**config.mk**
```make
export PLATFORM = sky130hd
export DESIGN_NAME = nif_flags
export DESIGN_NICKNAME = d
export VERILOG_FILES = /design/src/nif_pkg.sv /design/src/nif_flags.sv
export SDC_FILE = /design/constraint.sdc
export NUM_CORES = 1
export LEC_CHECK = 0
export CAP_MARGIN = 10
export CORE_ASPECT_RATIO = 1.25
export CORE_MARGIN = 2
export CORE_UTILIZATION = 45
export CTS_CLUSTER_SIZE = 28
export DETAILED_ROUTE_END_ITERATION = 10
export DONT_BUFFER_PORTS = 1
export PLACE_DENSITY = 0.62
export SLEW_MARGIN = 10
export SYNTH_ARGS = -nofsm -noshare
export SYNTH_HDL_FRONTEND = slang
export SYNTH_SLANG_ARGS = --single-unit
```
**constraint.sdc**
```tcl
create_clock -name i_mclk -period 2.3 [get_ports i_mclk]
set_input_delay 0.46 -clock i_mclk [delete_from_list [all_inputs] [get_ports i_mclk]]
set_output_delay 0.46 -clock i_mclk [all_outputs]
set_load 0.01 [all_outputs]
```
**src/nif_pkg.sv**
```systemverilog
// Package: offsets, field layouts, reset values, codes and carriers of the flag block
package nif_pkg;

  // ---------------------------------------------------------------
  // Register offsets and field positions
  // ---------------------------------------------------------------
  localparam logic [5:0] NIF_OFS_IRQ_ENABLES = 6'h03;
  localparam logic [5:0] NIF_OFS_IRQ_FLAGS = 6'h05;
  localparam logic [5:0] NIF_OFS_ERRORS = 6'h06;
  localparam logic [5:0] NIF_OFS_STATUS = 6'h07;
  localparam int NIF_BIT_SET_SELECT = 7;
  localparam int NIF_BIT_SECURE_EDGE = 4;
  localparam int NIF_BIT_MODE_DET = 3;
  localparam int NIF_BIT_CRC_DONE = 2;
  localparam int NIF_BIT_FIELD_ON = 1;
  localparam int NIF_BIT_FIELD_OFF = 0;
  localparam int NIF_ERR_WRITE_MISUSE = 7;
  localparam int NIF_ERR_OVERHEAT = 6;
  localparam int NIF_ERR_FIELD_TIMING = 5;
  localparam int NIF_ERR_OVERFLOW = 4;
  localparam int NIF_ERR_COLLISION = 3;
  localparam int NIF_ERR_CHECKSUM = 2;
  localparam int NIF_ERR_PARITY = 1;
  localparam int NIF_ERR_FRAMING = 0;

  // ---------------------------------------------------------------
  // Reset values, constants and command codes
  // ---------------------------------------------------------------
  localparam logic [4:0] NIF_FLAGS_RST = 5'h00;
  localparam logic [4:0] NIF_ENABLES_RST = 5'h00;
  localparam logic [7:0] NIF_ERRORS_RST = 8'h00;
  localparam logic [7:0] NIF_STATUS_RST = 8'h42;
  localparam logic [6:0] NIF_FIFO_DEPTH = 7'h40;
  localparam logic [1:0] NIF_FRAMING_ACTIVE = 2'h1;
  localparam logic [3:0] NIF_CMD_IDLE = 4'h0;
  localparam logic [3:0] NIF_CMD_CALC_CRC = 4'h3;
  localparam logic [3:0] NIF_CMD_AUTO_ANTICOLL = 4'hD;
  localparam logic [3:0] NIF_CMD_CARD_AUTH = 4'hE;

  typedef enum logic [0:0] {
    NIF_DET_IDLE = 1'b0,
    NIF_DET_RUN = 1'b1
  } nif_det_t;

  // Events and levels from neighbouring engines, same clock
  typedef struct packed {
    logic command_start;
    logic [3:0] command;
    logic command_done;
    logic host_fifo_write;
    logic internal_fifo_write;
    logic fifo_full;
    logic [6:0] fifo_level;
    logic rf_turnaround;
    logic overheat;
    logic overheat_clear;
    logic active_mode;
    logic counterpart_field_late;
    logic rate_above_106;
    logic rx_startup;
    logic collision_detected;
    logic rx_crc_fail;
    logic parity_fail;
    logic sof_bad;
    logic byte_length_violation;
    logic card_scheme_212;
    logic byte_count_bad;
    logic miller_short_pulses;
    logic crc_data_done;
    logic mode_identified;
    logic rf_reset;
    logic crc_ok;
    logic crc_ready;
    logic timer_active;
    logic primary_irq_pending;
  } nif_eng_t;

  // Configuration bits held in other register groups
  typedef struct packed {
    logic receive_checksum_enable;
    logic sync_detect_enable;
    logic reader_role;
    logic [1:0] receive_framing_field;
    logic [1:0] transmit_framing_field;
    logic [5:0] water_level;
  } nif_cfg_t;

  // Whole state of the block
  typedef struct packed {
    logic [7:0] rdata;
    logic [4:0] flags;
    logic [4:0] enables;
    logic [7:0] errors;
    logic [7:0] status;
    logic [3:0] command;
    nif_det_t det;
    logic antenna_off;
    logic [1:0] sig_sync;
    logic sig_prev;
    logic [1:0] field_sync;
    logic field_prev;
    logic [1:0] freq_sync;
  } nif_state_t;

endpackage

```
**src/nif_flags.sv**
```systemverilog
// Secondary interrupt flags, last-command errors and primary status of the frontend
//
// Strobed register access is this design's own decision.
`timescale 1ns/10ps

// Overview of operation
// - Flag write: bit 7 high sets marked flags, low clears them
// - Any edge on secure element input raises secure-input flag
// - Mode detector success raises mode-detected flag
// - Mode detector starts by auto-anticollision or RF reset, stops once mode found
// - Mode detector restarts after every RF reset
// - CRC flag set when CRC command runs and all data processed
// - Field-on flag on field appearing, field-off flag on vanishing
// - Error register read-only, resets to zero, one error per bit
// - Write-misuse error on host FIFO write in anticollision, auth, turnaround
// - Overheat sets overheat error and switches antenna drivers off
// - Field timing error in active mode when framing field is 01
// - Overflow error on any FIFO write while FIFO full
// - Collision error, cleared at receiver start, forced one above 106
// - Checksum error when checking enabled and fails, cleared at start
// - Parity error on failed parity at 106, cleared at receiver start
// - Framing error on bad start of frame at 106, cleared at start
// - Framing error during auto-anticollision when reader role selected
// - Framing error during authentication on wrong byte count
// - Framing error when Miller decoder sees two pulses too close
// - Command start clears all errors but overheat; software cannot set
// - Status read-only, fixed bit layout, reset pattern X100X01X
// - Interrupt-pending bit when any enabled source is asserted
// - Nearly-full bit when 64 minus fill level within water level
module nif_flags
  import nif_pkg::*;
(
  input wire logic i_mclk,
  input wire logic i_sys_rst,
  input wire logic [5:0] i_addr,
  input wire logic [7:0] i_wdata,
  input wire logic i_wr,
  input wire logic i_rd,
  input wire logic i_secure_element_input,
  input wire logic i_field_detect,
  input wire logic i_freq_in_range,
  input wire nif_eng_t i_eng,
  input wire nif_cfg_t i_cfg,
  output logic [7:0] o_rdata,
  output logic o_antenna_drivers_off,
  output logic o_mode_detector_on
);

  // ---------------------------------------------------------------
  // Helpers
  // ---------------------------------------------------------------

  // Register write decode
  function automatic logic wr_hit(input logic wr, input logic [5:0] a, input logic [5:0] ofs);
    wr_hit = wr && (a == ofs);
  endfunction

  nif_state_t s_q;
  nif_state_t s_d;

  logic sig_edge;
  logic field_rise;
  logic field_fall;
  logic [4:0] hw_flag_set;
  logic [7:0] err_set;
  logic [7:0] err_clr;
  logic [3:0] cur_cmd;
  logic hi_alert;
  logic lo_alert;
  logic irq_pending;
  logic framing_active;

  // ---------------------------------------------------------------
  // Event detection
  // ---------------------------------------------------------------

  // Edges on the synchronised pins
  assign sig_edge = s_q.sig_sync[1] ^ s_q.sig_prev;
  assign field_rise = s_q.field_sync[1] && !s_q.field_prev;
  assign field_fall = !s_q.field_sync[1] && s_q.field_prev;

  // Command in force this cycle
  assign cur_cmd = s_q.command;

  // Active framing selected on either direction
  assign framing_active = (i_cfg.receive_framing_field == NIF_FRAMING_ACTIVE) ||
                          (i_cfg.transmit_framing_field == NIF_FRAMING_ACTIVE);

  // Hardware flag sources
  always_comb
  begin
    hw_flag_set = 5'h00;
    hw_flag_set[NIF_BIT_SECURE_EDGE] = sig_edge;
    hw_flag_set[NIF_BIT_MODE_DET] = (s_q.det == NIF_DET_RUN) && i_eng.mode_identified;
    hw_flag_set[NIF_BIT_CRC_DONE] = (cur_cmd == NIF_CMD_CALC_CRC) && i_eng.crc_data_done;
    hw_flag_set[NIF_BIT_FIELD_ON] = field_rise;
    hw_flag_set[NIF_BIT_FIELD_OFF] = field_fall;
  end

  // Error sources
  always_comb
  begin
    err_set = 8'h00;
    err_set[NIF_ERR_WRITE_MISUSE] = i_eng.host_fifo_write &&
      ((cur_cmd == NIF_CMD_AUTO_ANTICOLL) || (cur_cmd == NIF_CMD_CARD_AUTH) ||
       i_eng.rf_turnaround);
    err_set[NIF_ERR_OVERHEAT] = i_eng.overheat;
    err_set[NIF_ERR_FIELD_TIMING] = i_eng.active_mode && framing_active &&
      i_eng.counterpart_field_late;
    err_set[NIF_ERR_OVERFLOW] = (i_eng.host_fifo_write || i_eng.internal_fifo_write) &&
      i_eng.fifo_full;
    err_set[NIF_ERR_COLLISION] = i_eng.collision_detected || i_eng.rate_above_106;
    err_set[NIF_ERR_CHECKSUM] = i_cfg.receive_checksum_enable && i_eng.rx_crc_fail;
    err_set[NIF_ERR_PARITY] = i_eng.parity_fail && !i_eng.rate_above_106;
    err_set[NIF_ERR_FRAMING] =
      (i_eng.sof_bad && !i_eng.rate_above_106) ||
      (i_cfg.sync_detect_enable && i_eng.byte_length_violation &&
       (i_eng.card_scheme_212 || (i_eng.active_mode && i_eng.rate_above_106))) ||
      ((cur_cmd == NIF_CMD_AUTO_ANTICOLL) && i_cfg.reader_role) ||
      ((cur_cmd == NIF_CMD_CARD_AUTH) && i_eng.byte_count_bad) ||
      i_eng.miller_short_pulses;
  end

  // Error clears: command start, receiver start-up and overheat clear
  always_comb
  begin
    err_clr = 8'h00;
    if (i_eng.command_start)
    begin
      err_clr = 8'hFF;
      err_clr[NIF_ERR_OVERHEAT] = 1'b0;
    end
    if (i_eng.rx_startup)
    begin
      err_clr[NIF_ERR_COLLISION] = 1'b1;
      err_clr[NIF_ERR_CHECKSUM] = 1'b1;
      err_clr[NIF_ERR_PARITY] = 1'b1;
      err_clr[NIF_ERR_FRAMING] = 1'b1;
    end
    if (i_eng.overheat_clear)
    begin
      err_clr[NIF_ERR_OVERHEAT] = 1'b1;
    end
  end

  // ---------------------------------------------------------------
  // Status terms
  // ---------------------------------------------------------------

  // FIFO water marks
  assign hi_alert = (NIF_FIFO_DEPTH - i_eng.fifo_level) <= {1'b0, i_cfg.water_level};
  assign lo_alert = i_eng.fifo_level <= {1'b0, i_cfg.water_level};

  // Any enabled source asking for attention
  assign irq_pending = i_eng.primary_irq_pending ||
                       (|(s_q.flags & s_q.enables));

  // ---------------------------------------------------------------
  // Next state
  // ---------------------------------------------------------------
  always_comb
  begin
    s_d = s_q;

    // Pin synchronisers and edge history
    s_d.sig_sync = {s_q.sig_sync[0], i_secure_element_input};
    s_d.sig_prev = s_q.sig_sync[1];
    s_d.field_sync = {s_q.field_sync[0], i_field_detect};
    s_d.field_prev = s_q.field_sync[1];
    s_d.freq_sync = {s_q.freq_sync[0], i_freq_in_range};

    // Command tracking
    if (i_eng.command_start)
    begin
      s_d.command = i_eng.command;
    end
    else if (i_eng.command_done)
    begin
      s_d.command = NIF_CMD_IDLE;
    end

    // Data mode detector
    unique case (s_q.det)
      NIF_DET_IDLE:
      begin
        if ((i_eng.command_start && (i_eng.command == NIF_CMD_AUTO_ANTICOLL)) ||
            i_eng.rf_reset)
        begin
          s_d.det = NIF_DET_RUN;
        end
      end
      NIF_DET_RUN:
      begin
        if (i_eng.rf_reset)
        begin
          s_d.det = NIF_DET_RUN;
        end
        else if (i_eng.mode_identified)
        begin
          s_d.det = NIF_DET_IDLE;
        end
      end
    endcase

    // Software enable register
    if (wr_hit(i_wr, i_addr, NIF_OFS_IRQ_ENABLES))
    begin
      s_d.enables = i_wdata[4:0];
    end

    // Flags: software set or clear, hardware set wins
    if (wr_hit(i_wr, i_addr, NIF_OFS_IRQ_FLAGS))
    begin
      if (i_wdata[NIF_BIT_SET_SELECT])
      begin
        s_d.flags = s_q.flags | i_wdata[4:0];
      end
      else
      begin
        s_d.flags = s_q.flags & ~i_wdata[4:0];
      end
    end
    s_d.flags = s_d.flags | hw_flag_set;

    // Errors: clears first, sets win; no software path
    s_d.errors = (s_q.errors & ~err_clr) | err_set;
    s_d.antenna_off = s_d.errors[NIF_ERR_OVERHEAT];

    // Status snapshot
    s_d.status = {s_q.freq_sync[1], i_eng.crc_ok, i_eng.crc_ready, irq_pending,
                  i_eng.timer_active, s_q.field_sync[1], hi_alert, lo_alert};

    // Read data stands only in the cycle after the strobe
    s_d.rdata = 8'h00;
    if (i_rd)
    begin
      unique case (i_addr)
        NIF_OFS_IRQ_ENABLES: s_d.rdata = {3'h0, s_q.enables};
        NIF_OFS_IRQ_FLAGS: s_d.rdata = {3'h0, s_q.flags};
        NIF_OFS_ERRORS: s_d.rdata = s_q.errors;
        NIF_OFS_STATUS: s_d.rdata = s_q.status;
        default: s_d.rdata = 8'h00;
      endcase
    end
  end

  // ---------------------------------------------------------------
  // State register
  // ---------------------------------------------------------------
  always_ff @(posedge i_mclk)
  begin
    if (i_sys_rst)
    begin
      s_q.rdata <= 8'h00;
      s_q.flags <= NIF_FLAGS_RST;
      s_q.enables <= NIF_ENABLES_RST;
      s_q.errors <= NIF_ERRORS_RST;
      s_q.status <= NIF_STATUS_RST;
      s_q.command <= NIF_CMD_IDLE;
      s_q.det <= NIF_DET_IDLE;
      s_q.antenna_off <= 1'b0;
      s_q.sig_sync <= 2'h0;
      s_q.sig_prev <= 1'b0;
      s_q.field_sync <= 2'h0;
      s_q.field_prev <= 1'b0;
      s_q.freq_sync <= 2'h0;
    end
    else
    begin
      s_q <= s_d;
    end
  end

  // Outputs straight from flip-flops
  assign o_rdata = s_q.rdata;
  assign o_antenna_drivers_off = s_q.antenna_off;
  assign o_mode_detector_on = (s_q.det == NIF_DET_RUN);

  // ---------------------------------------------------------------
  // Assertions
  // ---------------------------------------------------------------

  // Set write marks flags
  a_flag_set_write: assert property (
    @(posedge i_mclk) disable iff (i_sys_rst)
    (i_wr && (i_addr == NIF_OFS_IRQ_FLAGS) && i_wdata[7])
    |=> ((s_q.flags & $past(i_wdata[4:0])) == $past(i_wdata[4:0])))
    else $error("flag set write lost");

  // Clear write drops a flag with no hardware event
  a_flag_clear_write: assert property (
    @(posedge i_mclk) disable iff (i_sys_rst)
    (i_wr && (i_addr == NIF_OFS_IRQ_FLAGS) && !i_wdata[7] && i_wdata[2] &&
     !((s_q.command == NIF_CMD_CALC_CRC) && i_eng.crc_data_done))
    |=> !s_q.flags[NIF_BIT_CRC_DONE])
    else $error("crc flag not cleared");

  // Pin edge reaches its flag
  a_secure_edge_flag: assert property (
    @(posedge i_mclk) disable iff (i_sys_rst)
    $changed(i_secure_element_input) ##3 1'b1 |-> s_q.flags[NIF_BIT_SECURE_EDGE])
    else $error("secure input edge missed");

  // Detector stops and flags once the mode is found
  a_mode_det_stop: assert property (
    @(posedge i_mclk) disable iff (i_sys_rst)
    ((s_q.det == NIF_DET_RUN) && i_eng.mode_identified && !i_eng.rf_reset)
    |=> (!o_mode_detector_on && s_q.flags[NIF_BIT_MODE_DET]))
    else $error("mode detector did not stop");

  // Detector restarts after RF reset
  a_mode_det_restart: assert property (
    @(posedge i_mclk) disable iff (i_sys_rst)
    i_eng.rf_reset |=> o_mode_detector_on)
    else $error("mode detector not restarted");

  // Field appearance sets field-on flag
  a_field_on_flag: assert property (
    @(posedge i_mclk) disable iff (i_sys_rst)
    $rose(s_q.field_sync[1]) |=> s_q.flags[NIF_BIT_FIELD_ON])
    else $error("field on flag missed");

  // Field disappearance sets field-off flag; a reset that drops the synchroniser is no event
  a_field_off_flag: assert property (
    @(posedge i_mclk) disable iff (i_sys_rst)
    ($fell(s_q.field_sync[1]) && !$past(i_sys_rst)) |=> s_q.flags[NIF_BIT_FIELD_OFF])
    else $error("field off flag missed");

  // Overheat forces error and antenna off
  a_overheat_antenna: assert property (
    @(posedge i_mclk) disable iff (i_sys_rst)
    i_eng.overheat |=> (s_q.errors[NIF_ERR_OVERHEAT] && o_antenna_drivers_off))
    else $error("overheat not handled");

  // Full FIFO write flags overflow
  a_fifo_overflow: assert property (
    @(posedge i_mclk) disable iff (i_sys_rst)
    ((i_eng.host_fifo_write || i_eng.internal_fifo_write) && i_eng.fifo_full)
    |=> s_q.errors[NIF_ERR_OVERFLOW])
    else $error("overflow error missed");

  // Command start keeps overheat, clears an idle misuse error
  a_cmd_start_clear: assert property (
    @(posedge i_mclk) disable iff (i_sys_rst)
    (i_eng.command_start && !i_eng.host_fifo_write && !i_eng.overheat_clear && !i_eng.overheat)
    |=> (!s_q.errors[NIF_ERR_WRITE_MISUSE] &&
         (s_q.errors[NIF_ERR_OVERHEAT] == $past(s_q.errors[NIF_ERR_OVERHEAT]))))
    else $error("command start clear wrong");

  // Error read returns the register of the previous cycle
  a_error_readback: assert property (
    @(posedge i_mclk) disable iff (i_sys_rst)
    (i_rd && (i_addr == NIF_OFS_ERRORS)) |=> (o_rdata == $past(s_q.errors)))
    else $error("error readback wrong");

  // Receiver start drops a parity error unless a new one arrives
  a_rx_start_clear: assert property (
    @(posedge i_mclk) disable iff (i_sys_rst)
    (i_eng.rx_startup && !i_eng.parity_fail) |=> !s_q.errors[NIF_ERR_PARITY])
    else $error("parity error not cleared");

  // Nearly-full status follows the water mark
  a_hi_alert_status: assert property (
    @(posedge i_mclk) disable iff (i_sys_rst)
    !i_sys_rst |=> (s_q.status[1] ==
      ((NIF_FIFO_DEPTH - $past(i_eng.fifo_level)) <= {1'b0, $past(i_cfg.water_level)})))
    else $error("nearly full status wrong");

  // Reserved flag bits read zero
  a_reserved_zero: assert property (
    @(posedge i_mclk) disable iff (i_sys_rst)
    (i_rd && (i_addr == NIF_OFS_IRQ_FLAGS)) |=> (o_rdata[7:5] == 3'h0))
    else $error("reserved bits not zero");

endmodule

```
==> results.ini <==
[worst_setup_path]
endpoint_kind=flip-flop
crit_type=in -> reg
path_cells=or3_4 -> or4_2 -> mux2i_1 -> nor2_1
rr_endpoint=s_q[29]
reg2regPathDepth=4
path_delay_family=simple AND/OR/NAND/NOR gates
r2r_slack_ns=1.25
start_kind=input port
slowest_delay_ns=0.76
startpoint=i_addr[5]
timing.rr.start=cur_cmd[0]
crit_end=s_q[34]
timing.critical_path.buf_inv=0
cpMaxStageDelayCell=or4_2
worst-path-stages=4
cp_max_fo=5
crit_required_ns=2.50
arrival_ns=1.84

[cells_and_area]
drive_gt1_frac=0.0574
nNetsFinal=327
stdcell_count=304
fillers=497
multiInputGateArea_um2=1170
area_delta_synth_final_pct=4.36
diodes=0
regArea_um2=921

[clock_network]
cts_buffers=5
holdBufCountCts=0
post_cts.resized_instances=0
path_clk_slew_ns=0.08
clk_latency_ns=0.30
cts.sinks=46
cts_root_buf=clkbuf_8
cts_setup_buffers=0
cts_tree=yes
clockBufferDepth=2
htree_levels=2

[synthesis]
syn_area_per_cell_um2=8.88
synth_area_um2=2240
netlist_instances=252
ys_ff_latch=46
synth_top_flop_cell=dfxtp_1
synth-edff-count=0
ys_types=40
yosysWarnings=0
synth_area_leaders=dfxtp_1, ha_1, mux2i_1, a21oi_1, nor2b_1
ys_seq_area_frac=0.411
synth_top_area_frac=0.411
synth-async-reset-ratio=0
yosys.area.top_type=dfxtp_1
syn_nets=336

[hold_path]
whs_path_depth=1
hold_path_class=in -> reg

[power_and_ir_drop]
ir_drop_uv=338
power_density_nw_per_um2=649
p_leak_nw=0.968

[grt]
grt_pass1_vias=1558
grt_max_degree=40
grt-ovfl-total=0
grt_pass1_wl_mm=7.08
grt.total_usage=0.166
antenna_found_initial=0

[timing]
setup_tns_ns=0
rsz0062_at_grt=no
worst_slack_ns=0.660
hold_viol=0
slew_headroom=0.597
period_share=0.713
fin_skew_ns=0.00657
min_period_ns=1.64
clock.fmax_mhz=610
slew_viol_final=0
setup_violations=0
worstMarginPinSlew_ns=0.600

[placement]
post-place-ws_ns=0.346
dpl.cell_count=296
dp_hpwl_mm=3.48
gp_congestion=0.859
port_buffers=0

[floorplanning]
core_um2=4760
die_area_um2=5560
ios=82
fp.dieW_um=67.1
start_util=0.470
row_count=28
die_h_um=82.9

[route]
via_count=1677
antenna_left=0
viasPerCell=5.52
drt_iter0_markers=91
drc=0
routedWlPerCell_um=14.9
drt_wl_total_mm=4.54
dr.pass1.iters=7

[flow_run]
cap_violations=0

[outcome]
status=complete, no violations

[Yosys cell counts (2+ instances only)]
| cell | number |
|---|---|
| a211oi_1 | 2 |
| a21o_1 | 4 |
| a21oi_1 | 24 |
| a22o_1 | 5 |
| a22oi_1 | 9 |
| a31oi_1 | 2 |
| and3_1 | 2 |
| buf_1 | 2 |
| buf_2 | 2 |
| buf_4 | 8 |
| clkbuf_1 | 5 |
| dfxtp_1 | 46 |
| ha_1 | 12 |
| inv_1 | 14 |
| mux2i_1 | 13 |
| nand2_1 | 13 |
| nand2b_1 | 4 |
| nand3_1 | 7 |
| nand3b_1 | 2 |
| nand4_1 | 6 |
| nor2_1 | 23 |
| nor2b_1 | 15 |
| nor3_1 | 3 |
| nor3b_1 | 4 |
| nor4b_1 | 2 |
| o21ai_0 | 4 |
| xnor2_1 | 4 |
| xor2_1 | 3 |
[cell families (layout without fill, tap and decap cells)]
kind of cell / Yosys count / count (layout) / share of synthesized area
buffers and inverters: 31 / 23 / 0.0665
XOR/XNOR: 7 / 7 / 0.0274
adder cells (fa/ha/maj): 12 / 12 / 0.0671
flip-flops: 46 / 46 / 0.411
AO/OA/AOI/OAI: 56 / 56 / 0.160
AND/OR/NAND/NOR: 87 / 87 / 0.210
multiplexers: 13 / 13 / 0.0581
[state kept, by name (all words and copies together) (netlist names)]
signal / count
o_rdata: 8
s_d: 6
cur_cmd: 4
s_q: 27
o_mode_detector_on: 1
[report_power, final]
part	internal [W]	switching, W
clock	0.000275	0.000263
combinational	0.0000699	0.0000615
sequential	0.000826	0.0000191
total	0.00117	0.000344
[cell type report]
cell class | count | area share
clock buffers | 7 | 0.0412
clock inverters | 1 | 0.00375
inverters | 14 | 0.0225
multi-input cells | 175 | 0.503
flip-flops and latches | 46 | 0.394
well taps | 60 | 0.0321
repair buffers | 1 | 0.00321
[placed cells by master, fill, tap and decap left out, types with 7 or more instances in the layout]
master | synthesis | routed
mux2i_1 | 13 | 13
a22oi_1 | 9 | 9
ha_1 | 12 | 12
nand3_1 | 7 | 7
nor2b_1 | 15 | 15
nor2_1 | 23 | 23
dfxtp_1 | 46 | 46
clkbuf_8 | 0 | 7
a21oi_1 | 24 | 24
nand2_1 | 13 | 13
inv_1 | 14 | 14
[worst min path at each step]
stage | from | to | slack [ns]
finish | i_sys_rst | s_q[14] | 0.22
global route | i_sys_rst | s_q[38] | 0.21
CTS | i_sys_rst | s_q[26] | 0.21
detailed placement | s_d[1] | s_d[21] | 0.42
global placement | s_d[7] | s_d[5] | 0.42
floorplan | s_d[1] | s_d[21] | 0.41
[per-stage QoR]
stage / hold slack (ns) / instance area (um2) / power (W) / utilization
after CTS: 0.206 / 2340 / 0.00154 / 0.490
after detailed placement: 0.423 / 2230 / 0.000996 / 0.468
final: 0.224 / 2340 / 0.00152 / 0.490
after floorplan: 0.414 / 2240 / 0.000981 / -
after global placement: 0.420 / 2230 / 0.000991 / 0.468
after global routing: 0.207 / 2340 / 0.00159 / 0.490
[per-layer routing]
metal,vias to the layer above,global-route usage,share of wire
met3,8,0.0501,0.066
met5,-,0,0
met2,50,0.258,0.48
met1,756,0.209,0.43
li1,863,-,-
met4,0,0.0742,0.022
Note: power is estimated with default switching activity, not from simulation.
